==> src/core/rlc_exec_defines.svh <==
`ifndef RLC_EXEC_DEFINES_SVH
`define RLC_EXEC_DEFINES_SVH

// operand widths
`define DATA_W        8
`define FADDR_W       7
`define PC_W          15
// instruction cycle counts
`define RET_CYCLES    2
`define ROT_CYCLES    1
// reset values
`define ACC_RESET     8'h00
`define CARRY_RESET   1'b0
// destination select encodings
`define DEST_ACC      1'b0
`define DEST_FILE     1'b1

`endif

==> src/core/rlc_exec_pkg.sv <==
`default_nettype none
package rlc_exec_pkg;
  `include "rlc_exec_defines.svh"

  typedef enum logic [1:0] {
    OP_NONE,
    OP_RET_IMM,
    OP_ROT_LEFT,
    OP_ROT_RIGHT
  } exec_op_t;

  // one issued instruction from the sequencer
  typedef struct packed {
    exec_op_t                op;
    logic [`DATA_W-1:0]      imm;
    logic [`FADDR_W-1:0]     fileAddr;
    logic                    dest;
  } exec_req_t;

  // register file write port
  typedef struct packed {
    logic                    en;
    logic [`FADDR_W-1:0]     addr;
    logic [`DATA_W-1:0]      data;
  } file_wr_t;
endpackage
`default_nettype wire

==> src/core/return_literal_and_carry_rotate_exec.sv <==
`timescale 1ns/1ps
`default_nettype none
`include "rlc_exec_defines.svh"

module return_literal_and_carry_rotate_exec
  import rlc_exec_pkg::*;
(
  input  wire logic                clk_sys,
  input  wire logic                reset_n,
  input  wire logic                reqValid,
  input  wire exec_req_t           req,
  input  wire logic [`DATA_W-1:0]  fileRdData,
  input  wire logic [`PC_W-1:0]    stackTop,
  output var  logic [`FADDR_W-1:0] fileRdAddr,
  output var  file_wr_t            fileWr,
  output var  logic [`DATA_W-1:0]  acc,
  output var  logic                carry,
  output var  logic                stackPop,
  output var  logic                pcLoad,
  output var  logic [`PC_W-1:0]    pcNext,
  output var  logic                busy
);

  // second state is the refill bubble after a return
  typedef enum logic {ST_IDLE, ST_RET2} state_t;

  state_t                state_q;
  state_t                state_d;
  logic [`DATA_W-1:0]    acc_q;
  logic [`DATA_W-1:0]    acc_d;
  logic                  carry_q;
  logic                  carry_d;
  file_wr_t              fileWr_q;
  file_wr_t              fileWr_d;
  logic                  stackPop_q;
  logic                  pcLoad_q;
  logic [`PC_W-1:0]      pcNext_q;
  logic                  busy_q;

  // accept a new op only in idle; the sequencer must hold off during ST_RET2
  wire take      = reqValid && (state_q == ST_IDLE);
  wire isRet     = take && (req.op == OP_RET_IMM);
  wire isRotL    = take && (req.op == OP_ROT_LEFT);
  wire isRotR    = take && (req.op == OP_ROT_RIGHT);
  wire isRot     = isRotL || isRotR;

  // the file takes our registered write one edge late, so a rotate of the
  // register just written would read the old byte; bypass the pending write
  wire               fwdHit   = fileWr_q.en && (fileWr_q.addr == req.fileAddr);
  wire [`DATA_W-1:0] rotSrc   = fwdHit ? fileWr_q.data : fileRdData;

  // rotate datapath through carry, operand read combinationally
  wire [`DATA_W-1:0] rotLeft  = {rotSrc[`DATA_W-2:0], carry_q};
  wire [`DATA_W-1:0] rotRight = {carry_q, rotSrc[`DATA_W-1:1]};
  wire [`DATA_W-1:0] rotVal   = isRotL ? rotLeft : rotRight;
  wire               rotCarry = isRotL ? rotSrc[`DATA_W-1] : rotSrc[0];
  wire               toFile   = (req.dest == `DEST_FILE);

  // next state and datapath commits
  always_comb begin
    state_d  = state_q;
    acc_d    = acc_q;
    carry_d  = carry_q;
    fileWr_d = '{en: 1'b0, addr: req.fileAddr, data: rotVal};
    unique case (state_q)
      ST_IDLE: begin
        if (isRet) begin
          acc_d   = req.imm;
          state_d = ST_RET2;
        end else if (isRot) begin
          carry_d = rotCarry;
          if (toFile) begin
            fileWr_d.en = 1'b1;
          end else begin
            acc_d = rotVal;
          end
        end
      end
      ST_RET2: begin
        state_d = ST_IDLE;
      end
    endcase
  end

  // state, accumulator, carry; carry never moves on a return
  always_ff @(posedge clk_sys or negedge reset_n) begin
    if (!reset_n) begin
      state_q  <= ST_IDLE;
      acc_q    <= `ACC_RESET;
      carry_q  <= `CARRY_RESET;
      fileWr_q <= '0;
      busy_q   <= 1'b0;
    end else begin
      state_q  <= state_d;
      acc_q    <= acc_d;
      carry_q  <= carry_d;
      fileWr_q <= fileWr_d;
      busy_q   <= (state_d == ST_RET2);
    end
  end

  // pop and reload PC one cycle after issue, in the same cycle as the refill bubble
  always_ff @(posedge clk_sys or negedge reset_n) begin
    if (!reset_n) begin
      stackPop_q <= 1'b0;
      pcLoad_q   <= 1'b0;
      pcNext_q   <= '0;
    end else begin
      stackPop_q <= isRet;
      pcLoad_q   <= isRet;
      pcNext_q   <= isRet ? stackTop : pcNext_q;
    end
  end

  // outputs straight from their flops; the read address alone passes through
  assign fileRdAddr = req.fileAddr;
  assign fileWr     = fileWr_q;
  assign acc        = acc_q;
  assign carry      = carry_q;
  assign stackPop   = stackPop_q;
  assign pcLoad     = pcLoad_q;
  assign pcNext     = pcNext_q;
  assign busy       = busy_q;
endmodule // return_literal_and_carry_rotate_exec
`default_nettype wire

==> config.mk <==
export PLATFORM = sky130hd
export DESIGN_NAME = return_literal_and_carry_rotate_exec
export DESIGN_NICKNAME = d
export VERILOG_FILES = /design/src/core/rlc_exec_pkg.sv /design/src/core/return_literal_and_carry_rotate_exec.sv
export VERILOG_INCLUDE_DIRS = /design/src /design/src/core
export SDC_FILE = /design/constraint.sdc
export NUM_CORES = 1
export LEC_CHECK = 0
export BUFFER_PORTS_ARGS = -buffer_cell sky130_fd_sc_hd__buf_2
export CAP_MARGIN = 15
export CORE_UTILIZATION = 40
export DETAILED_ROUTE_END_ITERATION = 10
export PLACE_DENSITY_LB_ADDON = 0.12
export SLEW_MARGIN = 20
export SYNTH_ARGS = -nofsm -noshare
export SYNTH_HDL_FRONTEND = slang
export SYNTH_SLANG_ARGS = --single-unit
==> constraint.sdc <==
create_clock -name clk_sys -period 1.55 [get_ports clk_sys]
set_input_delay 0.0775 -clock clk_sys [delete_from_list [all_inputs] [get_ports clk_sys]]
set_output_delay 0.0775 -clock clk_sys [all_outputs]
set_load 0.01 [all_outputs]
# == Word level (Yosys, flattened, before mapping) ==
# Cells that the tools add are included.
# classes
n_bitwise,2
eq_ne,5
reduce_logical,9
muxes,12
# ops
cell,count
2-to-1 mux 8 bit,5
== test 7 bit,1
2-to-1 mux 1 bit,6
AND reduction 3 bit,2
logical AND 1 bit,5
"== test 2 bit, second input constant",2
"== test 2 x 1 -> 1 bit, second input constant",1
"!= test 2 x 1 -> 1 bit, second input constant",1
NOT 1 bit,2
one-hot mux 1 bit (2 select lines),1
nonzero test 2 bit,1
logical OR 1 bit,1
# word_totals
output_inout_bits,50
ff_bits,42
word_cells,36
input_bits,44

# == Logic depth before layout (Yosys ltp) ==
# Gate-level depths: netlist (run 1).
# depth
depth_word,7
ltp_mapped,6
ltp_nobuf,5

# == Least setup slack after synthesis (run 1) ==
# No wires, ideal clock.
# synth_path
path_type,register to register
startpoint,"register, netlist name busy"
endpoint,register acc_q[5] (netlist: acc[5])
path_buffers,1
slack_ps,73
synth_period_minus_slack_ps,1477
required_time_ps,1432
setup_ps,118
t_arrival_ps,1359
stages_incl_launch_ff,7
cell_sequence,dfrtp_1 > nand3b_4 > nor2_8 > buf_8 > mux2i_1 > mux2i_1 > a21o_1
# synth_lines
element,line_no,text
end signal: assignment,return_literal_and_carry_rotate_exec.sv:89,acc_q <= `ACC_RESET;
end: declaration,return_literal_and_carry_rotate_exec.sv:29,logic [`DATA_W-1:0] acc_q;

==> results.py, run 1 <==
metrics = {
    "finish": {
        "areaGrowthSynthToFinish_pct": 41.2,
        "final_nets": 285,
        "antenna_cells": 0,
        "finish.utilization_pct": 60.7,
        "fin_cells": 292,
        "final_cell_mix": "93 x buf_2, 42 x dfrtp_1, 15 x mux2i_1, 15 x mux2_2, 9 x dlygate4sd3_1",
        "final_common_cell": "buf_2",
        "drive_above_1_share_pct": 61.3,
    },
    "logic_synthesis": {
        "ys_types": 28,
        "async_flop_share_pct": 100,
        "synth_area_sq_um": 1940,
        "syn_area_per_cell_sq_um": 14.0,
        "synth_nets": 182,
        "yosysWarnings": 0,
        "syn_inst": 138,
        "ys.flop_type": "dfrtp_1",
        "synth_edf_count": 0,
        "synth_seq_area_share_pct": 54.3,
        "ys_ff_latch": 42,
    },
    "route": {
        "drt_wl_total_um": 4500,
        "vias": 1490,
        "drc": 0,
        "postRouteAntennaNets": 0,
        "drt_iter0_markers": 72,
        "drt_pass1_iterations": 4,
        "wl_per_cell_um": 15.4,
        "viasPerCell": 5.10,
    },
    "die": {
        "dieWidth_um": 71.6,
        "ios": 94,
        "start_util_pct": 43.0,
        "core_sq_um": 4500,
        "die_h_um": 71.6,
        "dieArea_sq_um": 5120,
        "std_cell_rows": 24,
    },
    "worst_setup_path": {
        "crit_type": "flip-flop to flip-flop",
        "regToRegStartpoint": "busy",
        "r2r_setup_slack_ns": 0.02,
        "reg2reg_to": "acc[5]",
        "worstPathArrival_ns": 1.71,
        "critPathLaunchType": "flip-flop",
        "worstRegToRegCells": 5,
        "cp.required_ns": 1.73,
        "end_kind": "flip-flop",
        "cp_max_fo": 7,
    },
    "grt": {
        "grt_max_degree": 43,
        "grt_pass1_vias": 1499,
        "track_usage_pct": 18.4,
        "grt_overflow_total": 0,
        "grt_pass1_wl_um": 7140,
        "antenna_found_initial": 0,
    },
    "power": {
        "power_density_nw_per_um2": 995,
        "vdd_drop_max_v": 0.000559,
        "p_leak_uw": 0.00139,
    },
    "timing": {
        "relSlewSlack_pct": 76.2,
        "clock_skew_ns": 0.00747,
        "tightest_slew_ns": 0.357,
        "clock.fmax_mhz": 654,
        "hold_viol_final": 0,
        "tns_ns": 0,
        "rsz0062_at_grt": "true",
        "finalCriticalPeriod_ns": 1.53,
        "drv_slew": 0,
        "fin_ws_ns": 0.0211,
        "setup_viol": 0,
        "min_period_over_period_pct": 98.6,
    },
    "clocking": {
        "numCtsBuffers": 5,
        "cts-htree-levels": 2,
        "clock_sinks": 42,
        "cts_tree": "done",
        "cts_buffer_depth": 2,
        "clk_latency_ns": 0.29,
        "clock-root-buffer": "clkbuf_8",
        "clk_pin_slew_ns": 0.08,
    },
    "placement": {
        "numPortBuffers": 93,
        "dpl.hpwl_um": 3210,
        "gp_congestion": 0.730,
        "placed_cells": 273,
        "pre_cts_ws_ns": -0.0367,
    },
    "worst_hold_path": {
        "hold-path-cell-count": 2,
        "hold_path.startpoint": "stackTop[4]",
        "hp-class": "primary input to flip-flop",
        "whs_endpoint": "pcNext[4]",
    },
    "status": {
        "status": "finished clean",
    },
    "flow_run": {
        "max_cap_viol_count": 0,
    },
}
## worst max-delay path by stage
stage / startpoint / endpoint / slack, ns / cells after the start
2_1_floorplan: busy / acc[5] / 0.07 / 6
3_5_place_dp: fileWr[12] / acc[7] / -0.04 / 5
3_3_place_gp: fileWr[12] / acc[7] / -0.008 / 5
5_1_grt: busy / acc[5] / -0.09 / 5
4_1_cts: fileWr[8] / acc[7] / -0.02 / 5
6_report: busy / acc[5] / 0.02 / 5
## synth_stat cells (3+ instances only)
cell type,count,area [sq um]
buf_6,3,33.8
mux2i_1,22,220
nor2_1,5,18.8
buf_4,8,60.1
xnor2_1,7,61.3
mux2_2,15,169
a21o_1,6,45.0
dfrtp_1,42,1050
a22o_1,6,52.6
## state kept, by name (all words and copies together), names as in the netlist
register  flops
acc           8
carry         1
busy          1
pcNext       15
fileWr       16
pcLoad        1
## worst max-delay path, stage by stage, from the launching register on
cell and delay, ns:
dfrtp_1 0.41, nand3b_4 0.23, nor2_8 0.23, mux2i_1 0.28
mux2i_2 0.11, a21o_1 0.16
## layer usage
layer | up-vias | part of all wire [%] | global-route usage (%)
li1 | 703 | - | -
met1 | 718 | 41 | 22.3
met2 | 57 | 51 | 30.7
met3 | 12 | 5.7 | 4.50
met4 | 0 | 2.8 | 9.59
met5 | - | 0 | 0
## through the flow
stage	instance area, sq um	hold slack (ns)	total power (uW)
after floorplan	1940	-0.218	1700
after global placement	2400	0.0652	1980
after detailed placement	2400	0.0691	1990
after CTS	2620	-0.0791	2720
after global routing	2740	0.00962	2880
final	2740	0.0147	2720
## logic make-up (layout without fill, tap and decap cells)
family	Yosys count	count (layout)	share of synthesized area, %
AOI/OAI and AO/OA	19	19	7.94
muxes	37	37	20.1
and+or+nand+nor	18	20	8.27
xor gates and xnor gates	7	7	3.17
buffers and inverters	15	115	6.27
DFF	42	42	54.3
## repair_timing
| action | CTS | global route |
|---|---|---|
| pin swaps | 4 | 8 |
| hold buffers | 8 | 1 |
| hold endpoints to repair | 50 | 1 |
| gates cloned | 1 | 1 |
| setup buffers | 1 | 1 |
| setup endpoints to repair | 6 | 12 |
| gates resized for setup | 6 | 15 |
## power by group
group	leakage, uW	internal [uW]	switching (uW)
registers	0.000505	1250	95.0
clock network	0.0000431	344	344
logic	0.000839	360	327
total	0.00139	1950	766
## area by class of cell
cell class / instances / area (sq um)
timing repair buffer: 108 / 626
fill: 383 / 1770
inverter: 1 / 3.75
tap: 52 / 65.1
multi-input combinational: 83 / 907
sequential: 42 / 1050
clock buffer: 6 / 82.6
No activity file was read; power rests on OpenSTA's default activity.
==> run 2, diff against run 1 <==
--- a/config.mk
+++ b/config.mk
@@ -8,7 +8,9 @@
 export LEC_CHECK = 0
 export BUFFER_PORTS_ARGS = -buffer_cell sky130_fd_sc_hd__buf_2
 export CAP_MARGIN = 15
-export CORE_UTILIZATION = 40
+export CELL_PAD_IN_SITES_DETAIL_PLACEMENT = 1
+export CELL_PAD_IN_SITES_GLOBAL_PLACEMENT = 1
+export CORE_UTILIZATION = 35
 export DETAILED_ROUTE_END_ITERATION = 10
 export PLACE_DENSITY_LB_ADDON = 0.12
 export SLEW_MARGIN = 20
==> run 2 against run 1 <==
Effect of this change: the run now ends with setup timing left; fmax fell by 6.4%; setup slack got worse by 0.10 ns; die area rose by 14%; sequential power barely moved; non-clock buffer count did not move; utilization fell by 7.5 points; flip-flop and latch count did not move; clock skew fell by 0.0044 ns; final cell count rose by 6.5%; count of clock-buffer cells in the layout did not move; first-iteration DRC count fell by 40%; total power rose by 7.2%; highest routed layer unchanged.
==> results.py, run 2 (synthesized netlist as in run 1, its figures left out) <==
metrics = {
    "finish": {
        "fin_area_sq_um": 2770,
        "final_common_cell": "buf_2",
        "final_cell_mix": "93 x buf_2, 42 x dfrtp_1, 18 x mux2i_1",
        "finish.utilization_pct": 53.2,
        "areaGrowthSynthToFinish_pct": 43.0,
        "final_nets": 285,
        "largest_reg_flops": 16,
        "antenna_cells": 0,
        "drive_above_1_share_pct": 59.8,
    },
    "timing": {
        "clock_skew_ns": 0.00310,
        "finalCriticalPeriod_ns": 1.63,
        "fin_ws_ns": -0.0827,
        "hold_slack_ns": 0.00875,
        "setup_viol": 8,
        "drv_slew": 0,
        "min_period_over_period_pct": 105,
        "clock.fmax_mhz": 612,
        "hold_viol_final": 0,
        "relSlewSlack_pct": 67.1,
        "rsz0062_at_grt": "true",
        "tightest_slew_ns": 0.493,
    },
    "worst_setup_path": {
        "regToRegStartpoint": "busy",
        "crit_type": "flip-flop to flip-flop",
        "critPathLaunchType": "flip-flop",
        "end_kind": "flip-flop",
        "cp.required_ns": 1.70,
        "cp-startpoint": "busy",
        "worstPathArrival_ns": 1.78,
        "cp_max_fo": 8,
    },
    "die": {
        "dieWidth_um": 76.4,
        "die_h_um": 76.4,
        "ios": 94,
        "core_sq_um": 5200,
        "std_cell_rows": 26,
        "dieArea_sq_um": 5840,
        "start_util_pct": 37.2,
    },
    "grt": {
        "grt_pass1_wl_um": 8690,
        "antenna_found_initial": 0,
        "grt_pass1_vias": 1713,
        "grt_overflow_total": 0,
        "grt_max_degree": 25,
        "track_usage_pct": 19.5,
    },
    "placement": {
        "dpl.hpwl_um": 3890,
        "numPortBuffers": 93,
        "placed_area_sq_um": 2430,
        "gp_congestion": 0.779,
    },
    "route": {
        "drt_wl_total_um": 5300,
        "vias": 1487,
        "postRouteAntennaNets": 0,
        "wl_per_cell_um": 17.0,
        "drc": 0,
        "wl_met3_um": 298,
        "drt_pass1_iterations": 4,
        "highest_layer": "met4",
        "wl_met1_um": 2040,
        "dr_wl_met2_um": 2850,
        "drt_iter0_markers": 43,
        "viasPerCell": 4.78,
    },
    "clocking": {
        "clk_latency_ns": 0.29,
        "cts_tree": "done",
        "clk_pin_slew_ns": 0.07,
        "numCtsBuffers": 5,
        "cts-htree-levels": 2,
        "clock-root-buffer": "clkbuf_8",
        "clock_sinks": 42,
        "cts_buffer_depth": 2,
    },
    "power": {
        "total_power_uw": 2920,
        "power_density_nw_per_um2": 1050,
        "p_leak_uw": 0.00138,
        "vdd_drop_max_v": 0.000549,
    },
    "status": {
        "status": "complete, but fails checks",
        "violations": "setup timing",
    },
    "worst_hold_path": {
        "hold_path.startpoint": "req[17]",
        "hp-class": "primary input to flip-flop",
    },
    "flow_run": {
        "max_cap_viol_count": 0,
    },
}
## run 2: changes by cell type in the layout (fill, tap and decap cells not counted), sizes merged
cell,delta
buf,+1
dlygate4sd3,-1
bufinv,+1
## run 2: per-layer routing
layer | track usage (%) | vias to the layer above
met2 | 35.6 | 60
met4 | 7.12 | 0
met3 | 5.39 | 8
met1 | 21.5 | 727
li1 | - | 692
met5 | 0 | -
## run 2: report_power, final
| group | leakage [uW] | switching, uW | total [uW] | internal (uW) |
|---|---|---|---|---|
| clock network | 0.0000573 | 354 | 869 | 515 |
| registers | 0.000505 | 95.6 | 1350 | 1250 |
| logic | 0.000820 | 341 | 700 | 359 |
| total | 0.00138 | 791 | 2920 | 2120 |
## run 2: critical path: stages, from the launching register on
cell,delay [ns]
dfrtp_1,0.41
nand3b_4,0.24
nor2_2,0.18
nor2_2,0.12
a222oi_1,0.40
o31ai_2,0.14
## run 2: worst paths after layout
| path | to | slack (ns) | cells past startpoint |
|---|---|---|---|
| worst max-delay path | acc[0] | -0.08 | 5 |
| worst min-delay path | busy | 0.009 | 2 |
| worst max register to register | acc[0] | -0.08 | 5 |
| worst min register to register | busy | 0.50 | 1 |
| min in group asynchronous | pcNext[5] | 0.31 | 2 |
| max in group asynchronous | fileWr[1] | 0.75 | 3 |
## run 2: layout make-up
cell class / count / area, sq um
Clock buffer: 6 / 82.6
Clock inverter: 1 / 30.0
Fill cell: 573 / 2440
Inverter: 1 / 3.75
Multi-Input combinational cell: 83 / 887
Sequential cell: 42 / 1050
Tap cell: 70 / 87.6
Timing Repair Buffer: 108 / 627
## run 2: repair_timing
item                                   CTS  global route
buffers inserted                         1             1
endpoints found under the hold margin   26             1
gates cloned                             1             1
pin swaps                                1             4
setup endpoints to repair                9            13
gates resized for setup                  2            15
hold buffers                             7             1
## run 2: through the flow
step / setup WS (ns) / TNS (ns) / instances
finish: -0.0827 / -0.296 / 311
global placement: -0.0460 / -0.0695 / 292
global route: -0.200 / -1.15 / 311
detailed placement: -0.108 / -0.297 / 292
floorplan: 0.0729 / 0 / 138
CTS: -0.0609 / -0.227 / 308
